**config.mk**
```make
export PLATFORM = sky130hd
export DESIGN_NAME = scw_top
export DESIGN_NICKNAME = d
export VERILOG_FILES = /design/src/rtl/scw_pkg.sv /design/src/rtl/scw_local_timer.sv /design/src/rtl/scw_top.sv
export SDC_FILE = /design/constraint.sdc
export NUM_CORES = 1
export LEC_CHECK = 0
export ABC_AREA = 1
export BUFFER_PORTS_ARGS = -buffer_cell sky130_fd_sc_hd__buf_2
export CORE_AREA = 10 10 360 362
export CTS_BUF_LIST = sky130_fd_sc_hd__clkbuf_4
export CTS_CLUSTER_DIAMETER = 100
export CTS_CLUSTER_SIZE = 12
export DETAILED_ROUTE_END_ITERATION = 10
export DIE_AREA = 0 0 370 372
export GPL_ROUTABILITY_DRIVEN = 0
export HOLD_SLACK_MARGIN = 0.06
export MAX_ROUTING_LAYER = met4
export REMOVE_ABC_BUFFERS = 1
export SYNTH_ARGS = -nofsm -noshare
export SYNTH_HDL_FRONTEND = slang
export SYNTH_SLANG_ARGS = --single-unit
```
**constraint.sdc**
```tcl
create_clock -name clock -period 3.1 [get_ports clock]
set_input_delay 0.155 -clock clock [delete_from_list [all_inputs] [get_ports clock]]
set_output_delay 0.155 -clock clock [all_outputs]
set_load 0.01 [all_outputs]
```
**src/rtl/scw_pkg.sv**
```systemverilog
// Shared constants and types for the system counter and wakeup timer block
package scw_pkg;

  localparam int NUM_CORES = 8;
  localparam int COUNT_W = 64;
  localparam int COUNT_MIN_W = 56;
  localparam int NUM_SW_IRQ = 8;
  localparam int NUM_AOW = 2;

  localparam longint CLOCK_HZ = 10_000_000;
  localparam longint RATE_MIN_HZ = 10_000_000;
  localparam longint RATE_MAX_HZ = 400_000_000;
  localparam int TICK_CYCLES = (CLOCK_HZ / CLOCK_HZ > 0) ? int'(CLOCK_HZ / CLOCK_HZ) : 1;

  localparam logic [COUNT_W-1:0] COUNT_RESET = 64'h0000_0000_0000_0000;
  localparam logic [COUNT_W-1:0] COUNT_STEP = 64'h0000_0000_0000_0001;
  localparam logic [NUM_CORES-1:0] CORES_NONE = 8'h00;
  localparam int AOW_PCIE = 0;
  localparam int AOW_LAN = 1;

  typedef logic [COUNT_W-1:0] scw_count_t;

  typedef enum logic [1:0] {
    WT_IDLE = 2'b00,
    WT_ARMED = 2'b01,
    WT_FIRED = 2'b10
  } scw_wt_state_e;

  // Pending and distributor-enable bits of one core's wakeup sources
  typedef struct packed {
    logic spiTargeted;
    logic spiEnabled;
    logic [NUM_SW_IRQ-1:0] swIrqPending;
    logic [NUM_SW_IRQ-1:0] swIrqEnabled;
    logic privIrqPending;
    logic privIrqEnabled;
  } scw_wake_src_s;

  // Local timer programming for one core
  typedef struct packed {
    scw_count_t compareValue;
    logic timerEnable;
    logic timerPowered;
  } scw_ltimer_cfg_s;

  function automatic logic scw_wake_qualify(input scw_wake_src_s src);
    scw_wake_qualify = (src.spiTargeted & src.spiEnabled) | (|(src.swIrqPending & src.swIrqEnabled))
                       | (src.privIrqPending & src.privIrqEnabled);
  endfunction : scw_wake_qualify

endpackage : scw_pkg

```
**src/rtl/scw_local_timer.sv**
```systemverilog
// Per-core local timer comparing the distributed system count
`timescale 1ns/1ps
`default_nettype none
module scw_local_timer (
  input wire logic clock, // 10 MHz clock
  input wire logic sys_rst, // Async reset, active high
  input wire scw_pkg::scw_count_t sysCount, // Distributed count
  input wire scw_pkg::scw_ltimer_cfg_s cfg, // Compare, enable, power
  output logic privIrq_q // Private interrupt level
);
  import scw_pkg::*;

  logic expired;

  // Powered-down timer sees no count and stays quiet
  assign expired = cfg.timerPowered && cfg.timerEnable && (sysCount >= cfg.compareValue);

  always_ff @(posedge clock or posedge sys_rst) begin
    if (sys_rst) begin
      privIrq_q <= 1'b0;
    end else begin
      privIrq_q <= expired;
    end
  end

  priv_irq_set_a: assert property (@(posedge clock) disable iff (sys_rst)
    cfg.timerPowered && cfg.timerEnable && sysCount >= cfg.compareValue |=> privIrq_q)
    else $error("local timer did not raise its private interrupt on expiry");

  priv_irq_off_a: assert property (@(posedge clock) disable iff (sys_rst)
    !cfg.timerPowered |=> !privIrq_q)
    else $error("unpowered local timer raised an interrupt");

endmodule : scw_local_timer
`default_nettype wire

```
**src/rtl/scw_top.sv**
```systemverilog
// System counter, local timers, wakeup timer and wake routing
// Behaviour
// - Counter advances once per clock at 10 MHz, inside the 10-400 MHz band.
// - Counter is 64 bits wide, within the 56 to 64 bit range.
// - Width and start value chosen so the count never wraps in practice.
// - Count reaches every local timer while that core's timer is powered.
// - Local timer raises its core's private interrupt when compare value expires.
// - Wakeup timer lives in always-on logic, working while local timers are off.
// - Wakeup timer expiry drives a level shared interrupt to the distributor.
// - Wakeup interrupt: targeted shared, any software, or private, and distributor-enabled; local timer and perf overflow need no enable.
// - Wake ignores core interrupt mask bits and interrupt priority.
// - Software-generated interrupts 0-7 are all provided per core.
// - Power controller programmable to wake cores on wakeup timer expiry.
// - Wakeup timer still asserts its interrupt when power controller wakes cores.
// - Always-on events such as PCI Express wake or network wake may wake cores.
// - Performance monitor overflow reaches its own private interrupt with no logic.
// - Distributor exports a wake request to the power controller.
// - With distributor off, timer expiry wakes the chosen core group.
`timescale 1ns/1ps
`default_nettype none
module scw_top (
  input wire logic clock, // 10 MHz clock
  input wire logic sys_rst, // Async reset, active high
  input wire logic counterLoad, // Pulse: load start value
  input wire scw_pkg::scw_count_t counterStart, // Programmed start value
  input wire scw_pkg::scw_ltimer_cfg_s [scw_pkg::NUM_CORES-1:0] ltimerCfg, // Local timer setup
  input wire scw_pkg::scw_wake_src_s [scw_pkg::NUM_CORES-1:0] wakeSrc, // Distributor wake sources
  input wire logic [scw_pkg::NUM_CORES-1:0] perfOverflow, // Perf monitor overflow per core
  input wire scw_pkg::scw_count_t wakeCompare, // Wakeup timer compare
  input wire logic wakeEnable, // Wakeup timer enable
  input wire logic wakeProgram, // Pulse: wakeup timer rewritten
  input wire logic distOff, // Distributor powered down
  input wire logic pcWakeOnTimer, // Power ctrl wakes on timer
  input wire logic [scw_pkg::NUM_CORES-1:0] pcWakeTarget, // Cores woken by timer
  input wire logic [scw_pkg::NUM_AOW-1:0] aowEvent, // Always-on wake events
  input wire logic [scw_pkg::NUM_AOW-1:0] aowEnable, // Always-on event enables
  input wire logic [scw_pkg::NUM_CORES-1:0] aowTarget, // Cores woken by events
  input wire logic msiRequest, // Message interrupt toward distributor
  output logic [scw_pkg::COUNT_W-1:0] sysCount_q, // Distributed count
  output logic [scw_pkg::NUM_CORES-1:0] countLive_q, // Count valid for core
  output logic [scw_pkg::NUM_CORES-1:0] privTimerIrq, // Local timer interrupts
  output logic [scw_pkg::NUM_CORES-1:0] perfIrq, // Perf overflow interrupts
  output logic wakeIrq_q, // Shared level interrupt
  output logic [scw_pkg::NUM_CORES-1:0] wakeReq_q, // Distributor wake request
  output logic [scw_pkg::NUM_CORES-1:0] coreWake_q, // Power ctrl wake pulse
  output logic msiBlocked_q // Message dropped, dist off
);
  import scw_pkg::*;

  scw_wt_state_e wtState_q;
  scw_wt_state_e wtState_d;
  logic expiryHit;
  logic [NUM_CORES-1:0] wakeQual;
  logic aowHit;

  // Free-running counter; 64 bits at 10 MHz lasts far beyond any service life
  always_ff @(posedge clock or posedge sys_rst) begin
    if (sys_rst) begin
      sysCount_q <= COUNT_RESET;
    end else if (counterLoad) begin
      sysCount_q <= counterStart;
    end else begin
      sysCount_q <= sysCount_q + COUNT_STEP;
    end
  end

  always_ff @(posedge clock or posedge sys_rst) begin
    if (sys_rst) begin
      countLive_q <= CORES_NONE;
    end else begin
      for (int i = 0; i < NUM_CORES; i++) begin
        countLive_q[i] <= ltimerCfg[i].timerPowered;
      end
    end
  end

  // Pure wires: any gating here would delay or mask the overflow
  assign perfIrq = perfOverflow;

  genvar c;
  generate
    for (c = 0; c < NUM_CORES; c++) begin : g_core
      scw_local_timer u_ltimer (
        .clock(clock),
        .sys_rst(sys_rst),
        .sysCount(sysCount_q),
        .cfg(ltimerCfg[c]),
        .privIrq_q(privTimerIrq[c])
      );
      // Masks and priority are deliberately not inputs here
      assign wakeQual[c] = scw_wake_qualify(wakeSrc[c]) | privTimerIrq[c] | perfOverflow[c];

      wake_req_a: assert property (@(posedge clock) disable iff (sys_rst)
        !distOff && wakeQual[c] |=> wakeReq_q[c])
        else $error("qualified wake interrupt gave no wake request");

      count_live_a: assert property (@(posedge clock) disable iff (sys_rst)
        ltimerCfg[c].timerPowered |=> countLive_q[c])
        else $error("powered local timer not marked as receiving the count");
    end
  endgenerate

  // Wakeup timer, always on
  always_comb begin
    expiryHit = 1'b0;
    wtState_d = wtState_q;
    unique case (wtState_q)
      WT_IDLE: begin
        if (wakeEnable) begin
          wtState_d = WT_ARMED;
        end
      end
      WT_ARMED: begin
        if (!wakeEnable) begin
          wtState_d = WT_IDLE;
        end else if (!wakeProgram && sysCount_q >= wakeCompare) begin
          expiryHit = 1'b1;
          wtState_d = WT_FIRED;
        end
      end
      WT_FIRED: begin
        if (!wakeEnable) begin
          wtState_d = WT_IDLE;
        end else if (wakeProgram) begin
          wtState_d = WT_ARMED;
        end
      end
      default: begin
        wtState_d = WT_IDLE;
      end
    endcase
  end

  always_ff @(posedge clock or posedge sys_rst) begin
    if (sys_rst) begin
      wtState_q <= WT_IDLE;
    end else begin
      wtState_q <= wtState_d;
    end
  end

  always_ff @(posedge clock or posedge sys_rst) begin
    if (sys_rst) begin
      wakeIrq_q <= 1'b0;
    end else begin
      wakeIrq_q <= (wtState_d == WT_FIRED);
    end
  end

  // Distributor-side wake request, only meaningful while it is powered
  always_ff @(posedge clock or posedge sys_rst) begin
    if (sys_rst) begin
      wakeReq_q <= CORES_NONE;
    end else begin
      wakeReq_q <= distOff ? CORES_NONE : wakeQual;
    end
  end

  assign aowHit = |(aowEvent & aowEnable);

  // Power controller path: timer wake in distributor-off states, always-on events in any state
  always_ff @(posedge clock or posedge sys_rst) begin
    if (sys_rst) begin
      coreWake_q <= CORES_NONE;
    end else begin
      coreWake_q <= ((distOff && pcWakeOnTimer && expiryHit) ? pcWakeTarget : CORES_NONE)
                    | (aowHit ? aowTarget : CORES_NONE);
    end
  end

  // A powered-down distributor cannot take message interrupts; flag the offender
  always_ff @(posedge clock or posedge sys_rst) begin
    if (sys_rst) begin
      msiBlocked_q <= 1'b0;
    end else begin
      msiBlocked_q <= distOff && msiRequest;
    end
  end

  counter_step_a: assert property (@(posedge clock) disable iff (sys_rst)
    !counterLoad |=> sysCount_q == $past(sysCount_q) + COUNT_STEP)
    else $error("system counter did not advance by one");

  counter_load_a: assert property (@(posedge clock) disable iff (sys_rst)
    counterLoad |=> sysCount_q == $past(counterStart))
    else $error("system counter did not take its start value");

  wake_irq_set_a: assert property (@(posedge clock) disable iff (sys_rst)
    wtState_q == WT_ARMED && wakeEnable && !wakeProgram && sysCount_q >= wakeCompare |=> wakeIrq_q)
    else $error("wakeup timer expiry did not raise the shared interrupt");

  wake_irq_hold_a: assert property (@(posedge clock) disable iff (sys_rst)
    wakeIrq_q && wakeEnable && !wakeProgram |=> wakeIrq_q)
    else $error("wakeup interrupt dropped without reprogram or disable");

  wake_irq_clear_a: assert property (@(posedge clock) disable iff (sys_rst)
    !wakeEnable |=> !wakeIrq_q)
    else $error("wakeup interrupt stayed up with timer disabled");

  pc_timer_wake_a: assert property (@(posedge clock) disable iff (sys_rst)
    distOff && pcWakeOnTimer && expiryHit |=> (coreWake_q & $past(pcWakeTarget)) == $past(pcWakeTarget))
    else $error("power controller did not wake target cores on timer expiry");

  pc_irq_kept_a: assert property (@(posedge clock) disable iff (sys_rst)
    distOff && pcWakeOnTimer && expiryHit |=> wakeIrq_q
      ##1 (wakeIrq_q || !$past(wakeEnable) || $past(wakeProgram)))
    else $error("wakeup interrupt missing while power controller wakes cores");

  aow_wake_a: assert property (@(posedge clock) disable iff (sys_rst)
    (|(aowEvent & aowEnable)) |=> (coreWake_q & $past(aowTarget)) == $past(aowTarget))
    else $error("always-on event did not wake its target cores");

  msi_block_a: assert property (@(posedge clock) disable iff (sys_rst)
    distOff && msiRequest |=> msiBlocked_q)
    else $error("message interrupt toward powered-down distributor not flagged");

  wake_req_off_a: assert property (@(posedge clock) disable iff (sys_rst)
    distOff |=> wakeReq_q == CORES_NONE)
    else $error("wake request raised while distributor is off");

  timer_wake_off_a: assert property (@(posedge clock) disable iff (sys_rst)
    !distOff && !aowHit |=> coreWake_q == CORES_NONE)
    else $error("power controller woke cores with distributor on and no event");

endmodule : scw_top
`default_nettype wire

```
# Yosys cells after proc, flatten, opt, wreduce, memory -nomap -nowiden
# Cells that the tools add are included.
[totals] reg_bits=100 latchBits=0 ram_bits=0 romBits=0 input_bits=852 word_cells=130 mem_count=0
[classes] add_sub_neg=1 mul=0 div=0 n_lt_le_gt_ge=9 eq_ne=3 n_shift=0 mux=13 bitwise_logic=58 n_reduce_logical=31
[ops] op="greater-or-equal comparator 64 bit" n=9
[ops] op="adder 64 x 1 -> 64 bit, second input constant" n=1
[ops] op="bitwise AND 8 bit" n=8
[ops] op="2-to-1 mux 64 bit" n=1
[ops] op="OR reduction 8 bit" n=8
[ops] op="bitwise OR 1 bit" n=32
[ops] op="2-to-1 mux 8 bit" n=3
[ops] op="logical AND 1 bit" n=20
[ops] op="bitwise AND 1 bit" n=16
[ops] op="2-to-1 mux 2 bit" n=5
[ops] op="bitwise OR 8 bit" n=1
[ops] op="one-hot mux 2 bit (3 select lines)" n=1
[ops] op="== test 2 bit, second input constant" n=2
[ops] op="2-to-1 mux 1 bit" n=3
[ops] op="bitwise AND 2 bit" n=1
[ops] op="== test 2 x 1 -> 1 bit, second input constant" n=1
[ops] op="logical NOT 2 bit" n=1
[ops] op="OR reduction 2 bit" n=1
[ops] op="logical NOT 1 bit" n=1

# Depth between registers and ports, before layout
[depth] depth_word=8 ltp_mapped=17

# Cells and area by module
# Synthesis repeated with hierarchy kept, for this count alone.
[unflattened] cells_unflattened=3383 area_unflattened_um2=21788.4
[by_module_without_submodules] mod="scw_local_timer" n_inst=8 cells_per_inst=286 area_each_um2=1780.5 seq_area_each_um2=25.0
[by_module_without_submodules] mod="scw_top" n_inst=1 cells_per_inst=1095 area_each_um2=7544.7 seq_area_each_um2=2302.2

# Least setup slack after synthesis
# OpenSTA, ideal clock, no wires.
[synth_path] path_kind="register to register" startpoint="register sysCount_q[1] (netlist name)" endpoint="register sysCount_q[54] (netlist name)" arrival_time_ns=1.883 t_required_ns=3.018 slack_ns=1.135 path_stages_with_launch=11 cell_sequence="dfrtp_1 ha_1 nand2_1 nor2_2 inv_2 nor2_4 inv_2 nor4_4 nand3_1 or2_0 a31oi_1"
[synth_between] elab_chain_cells=2
[synth_lines] item="from (decl)" line_no="scw_top.sv:39" text="output logic [scw_pkg::COUNT_W-1:0] sysCount_q,"
[synth_lines] item="from (signal assigned)" line_no="scw_top.sv:61" text="sysCount_q <= counterStart;"
[synth_lines] item="from (signal assigned)" line_no="scw_top.sv:63" text="sysCount_q <= sysCount_q + COUNT_STEP;"
[synth_lines] item="adder 64 x 1 -> 64 bit" line_no="scw_top.sv:63"
[synth_lines] item="2-to-1 mux 64 bit" line_no="scw_top.sv:60" text="end else if (counterLoad) begin"
# No other way between the ends.

# Worst setup path in the final report
[layout_path] startpoint="register sysCount_q[48] (netlist name)" endpoint="register g_core[7].u_ltimer.privIrq_q"
[layout_between] elab_chain_cells=2
[layout_lines] item="greater-or-equal comparator 64 bit" line_no="scw_local_timer.sv:16" text="assign expired = cfg.timerPowered && cfg.timerEnable && (sysCount >= cfg.compareValue);"
[layout_lines] item="logical AND 1 bit" line_no="scw_local_timer.sv:16"
[layout_lines] item="net g_core[7].u_ltimer.expired" line_no="scw_local_timer.sv:13" text="logic expired;"
[layout_lines] item="to (signal assigned)" line_no="scw_local_timer.sv:22" text="privIrq_q <= expired;"
[layout_lines] item="to (decl)" line_no="scw_local_timer.sv:9" text="output logic privIrq_q"
# The timed path passes the listed nets, and every way through them passes these cells.

==> results_dict.tcl <==
set metrics [dict create \
    cts.sinks 100 \
    tightestPinTransition_ns 1.10 \
    hold_end "sysCount_q[15]" \
    crit_fanout 9 \
    vias_per_cell 4.37 \
    yosys.cell_types.count 50 \
    remaining_drc_errors 0 \
    root_buffer "clkbuf_4" \
    r2r_end "g_core[7].u_ltimer.privIrq_q" \
    clock_path_buffers 2 \
    powerDensity_nw_per_um2 232 \
    async_flop_share_pct 100 \
    ant_nets 0 \
    fin_skew_ns 0.0535 \
    path_class "reg -> reg" \
    synthFlopType "dfrtp_1" \
    maxCapViolations 0 \
    drtIter0Drc 1617 \
    worstSetupEndpointType "flip-flop" \
    cp-start-kind "flip-flop" \
    die_area_um2 138000 \
    final_hold_viol_count 0 \
    area_growth_pct 48.0 \
    violations "setup timing" \
    p_leak_nw 18.2 \
    relSlewSlack_pct 26.0 \
    fin_ws_ns -0.0163 \
    htree_levels 3 \
    grt_max_degree 46 \
    nNetsFinal 5827 \
    layout_common_cells "buf_2, inv_1, nand2_1, ha_1, a21oi_1" \
    worstHoldPathCells 3 \
    peakVddDrop_mv 0.223 \
    drive_above_1_share_pct 26.5 \
    yosys_warnings 0 \
    synthXorXnorAreaFrac_pct 2.26 \
    die_h_um 372 \
    grt_pass1_vias 27654 \
    power.total_mw 7.17 \
    reg2regPathDepth 13 \
    place_area_um2 28700 \
    place_ws_ns -0.0578 \
    core-area_um2 123000 \
    cts_tree "built" \
    r2r_start "sysCount_q[48]" \
    seq_area_frac_synth_pct 12.0 \
    grt_overflow 0 \
    hp-class "in -> reg" \
    boundaryPins 958 \
    antenna_found_initial 107 \
    synthMuxAreaShare_pct 0 \
    grt_usage_pct 20.3 \
    drtPass1Iterations 8 \
    fmax_mhz 321 \
    ys_seq_elements 100 \
    clk_pin_slew_worst_paths_ns 0.26 \
    synthesis.area_um2 20900 \
    grt_first_pass_wirelength_um 195000 \
    rrSetupSlack_ns -0.02 \
    cts-buffers-inserted 9 \
    vias 26739 \
    synth_compound_area_share_pct 13.0 \
    floorplan.initialDensity_pct 17.0 \
    final_common_cell "buf_2" \
    synth_top_area_share_pct 34.5 \
    syn_area_per_cell_um2 6.67 \
    cp.arrival_ns 3.77 \
    synthCells 3134 \
    min_from "counterLoad" \
    rsz0062_at_grt "false" \
    fin_area_um2 30900 \
    setup_viol 1 \
    min_period_over_period_pct 101 \
    synth-edff-count 0 \
    insertion_delay_ns 0.73 \
    synthSimpleGateAreaFrac_pct 24.3 \
    hpwl_um 128000 \
    synth_top_family_by_area "adder cells" \
    die_w_um 370 \
    required_ns 3.76 \
    finalCriticalPeriod_ns 3.12 \
    fill_cells 13793 \
    status "complete, but fails checks" \
    synth_adder_area_share_pct 34.5 \
    slew_violations 0 \
    synth_top_area_cell "ha_1" \
    finalWirelength_um 143000 \
    io_buffers 957 \
    wl_per_cell_um 23.3 \
    rows 129 \
    synth.top_cells.by_area "ha_1, inv_1, dfrtp_1" \
]
registers in the layout, indices dropped and copies added (netlist names):
register / flops
sysCount_q: 64
coreWake_q: 8
countLive_q: 8
g_core.u_ltimer.privIrq_q: 8
wakeReq_q: 8
wtState_q: 2
msiBlocked_q: 1
wakeIrq_q: 1
layout make-up:
cell class | count | area (µm²) | area share (%)
multi-input cells | 2276 | 15500 | 50.1
diodes | 84 | 210 | 0.679
inverters | 729 | 2740 | 8.86
flip-flops and latches | 100 | 2500 | 8.10
repair buffers | 1282 | 7760 | 25.1
clock inverters | 7 | 109 | 0.352
well taps | 1637 | 2050 | 6.62
clock buffers | 9 | 67.6 | 0.218
cells in the mapped netlist (all sizes together) (21+ instances only):
library cell	instances
nand4	102
nor4	21
nand2	657
nor2	205
nor3	62
nand3	78
inv	728
dfrtp	100
xor2	28
xnor2	26
o21ai	128
ha	577
a21oi	302
power breakdown:
| group | internal, mW | switching [mW] |
|---|---|---|
| Clock | 0.340 | 0.742 |
| Combinational | 1.88 | 2.56 |
| Sequential | 1.41 | 0.243 |
| Total | 3.63 | 3.55 |
worst max-delay path: stages (launching register included):
cell      delay, ns
dfrtp_1        0.65
buf_4          0.29
ha_1           0.19
a21oi_1        0.29
o21ai_0        0.14
nand2_1        0.07
o211ai_1       0.08
nand2_1        0.07
nand4_1        0.18
nor2_1         0.39
buf_4          0.22
nand3_1        0.27
nand2_1        0.14
inv_1          0.04
how the worst max path moves through the flow:
stage | start | to | slack (ns) | depth (start not counted)
after floorplan | sys_rst | coreWake_q[0] | 0.33 | 1
after CTS | sysCount_q[50] | g_core[7].u_ltimer.privIrq_q | 0.1 | 13
after global placement | sysCount_q[49] | g_core[7].u_ltimer.privIrq_q | -0.02 | 12
after detailed placement | sysCount_q[49] | g_core[7].u_ltimer.privIrq_q | -0.06 | 12
final | sysCount_q[48] | g_core[7].u_ltimer.privIrq_q | -0.02 | 13
after global routing | sysCount_q[31] | sysCount_q[35] | 0.001 | 9
layer usage:
layer / vias to the layer above / share of wire [%] / GRT usage [%] / routed length, µm
li1: 12915 / - / - / -
met1: 12457 / 42 / 24.3 / 60700
met2: 1117 / 46 / 32.5 / 65200
met3: 250 / 8.0 / 5.87 / 11500
met4: 0 / 3.9 / 6.96 / 5510
met5: - / 0 / - / 0
cell families after synthesis:
group                    Yosys count
flip-flops                       100
AO/OA/AOI/OAI                    505
AND/OR/NAND/NOR                 1140
XOR/XNOR                          54
buffers and inverters            758
adder cells (fa/ha/maj)          577
per-stage QoR:
step	utilization (%)	hold slack, ns	setup TNS [ns]	cells
floorplan	-	0.186	0	3105
global placement	23.4	0.275	-0.0202	5837
detailed placement	23.4	0.279	-0.0578	5837
CTS	25.0	0.0641	0	6040
global route	25.2	0.0500	0	6117
finish	25.2	0.151	-0.0163	6124
what timing repair did:
| item | CTS | global route |
|---|---|---|
| endpoints found under the setup margin | 1 | 1 |
| hold buffers | 187 | 0 |
| buffers inserted | 0 | 0 |
| resized for setup | 1 | 1 |
| endpoints found under the hold margin | 200 | 0 |
Power figures use the tool's default switching activity.
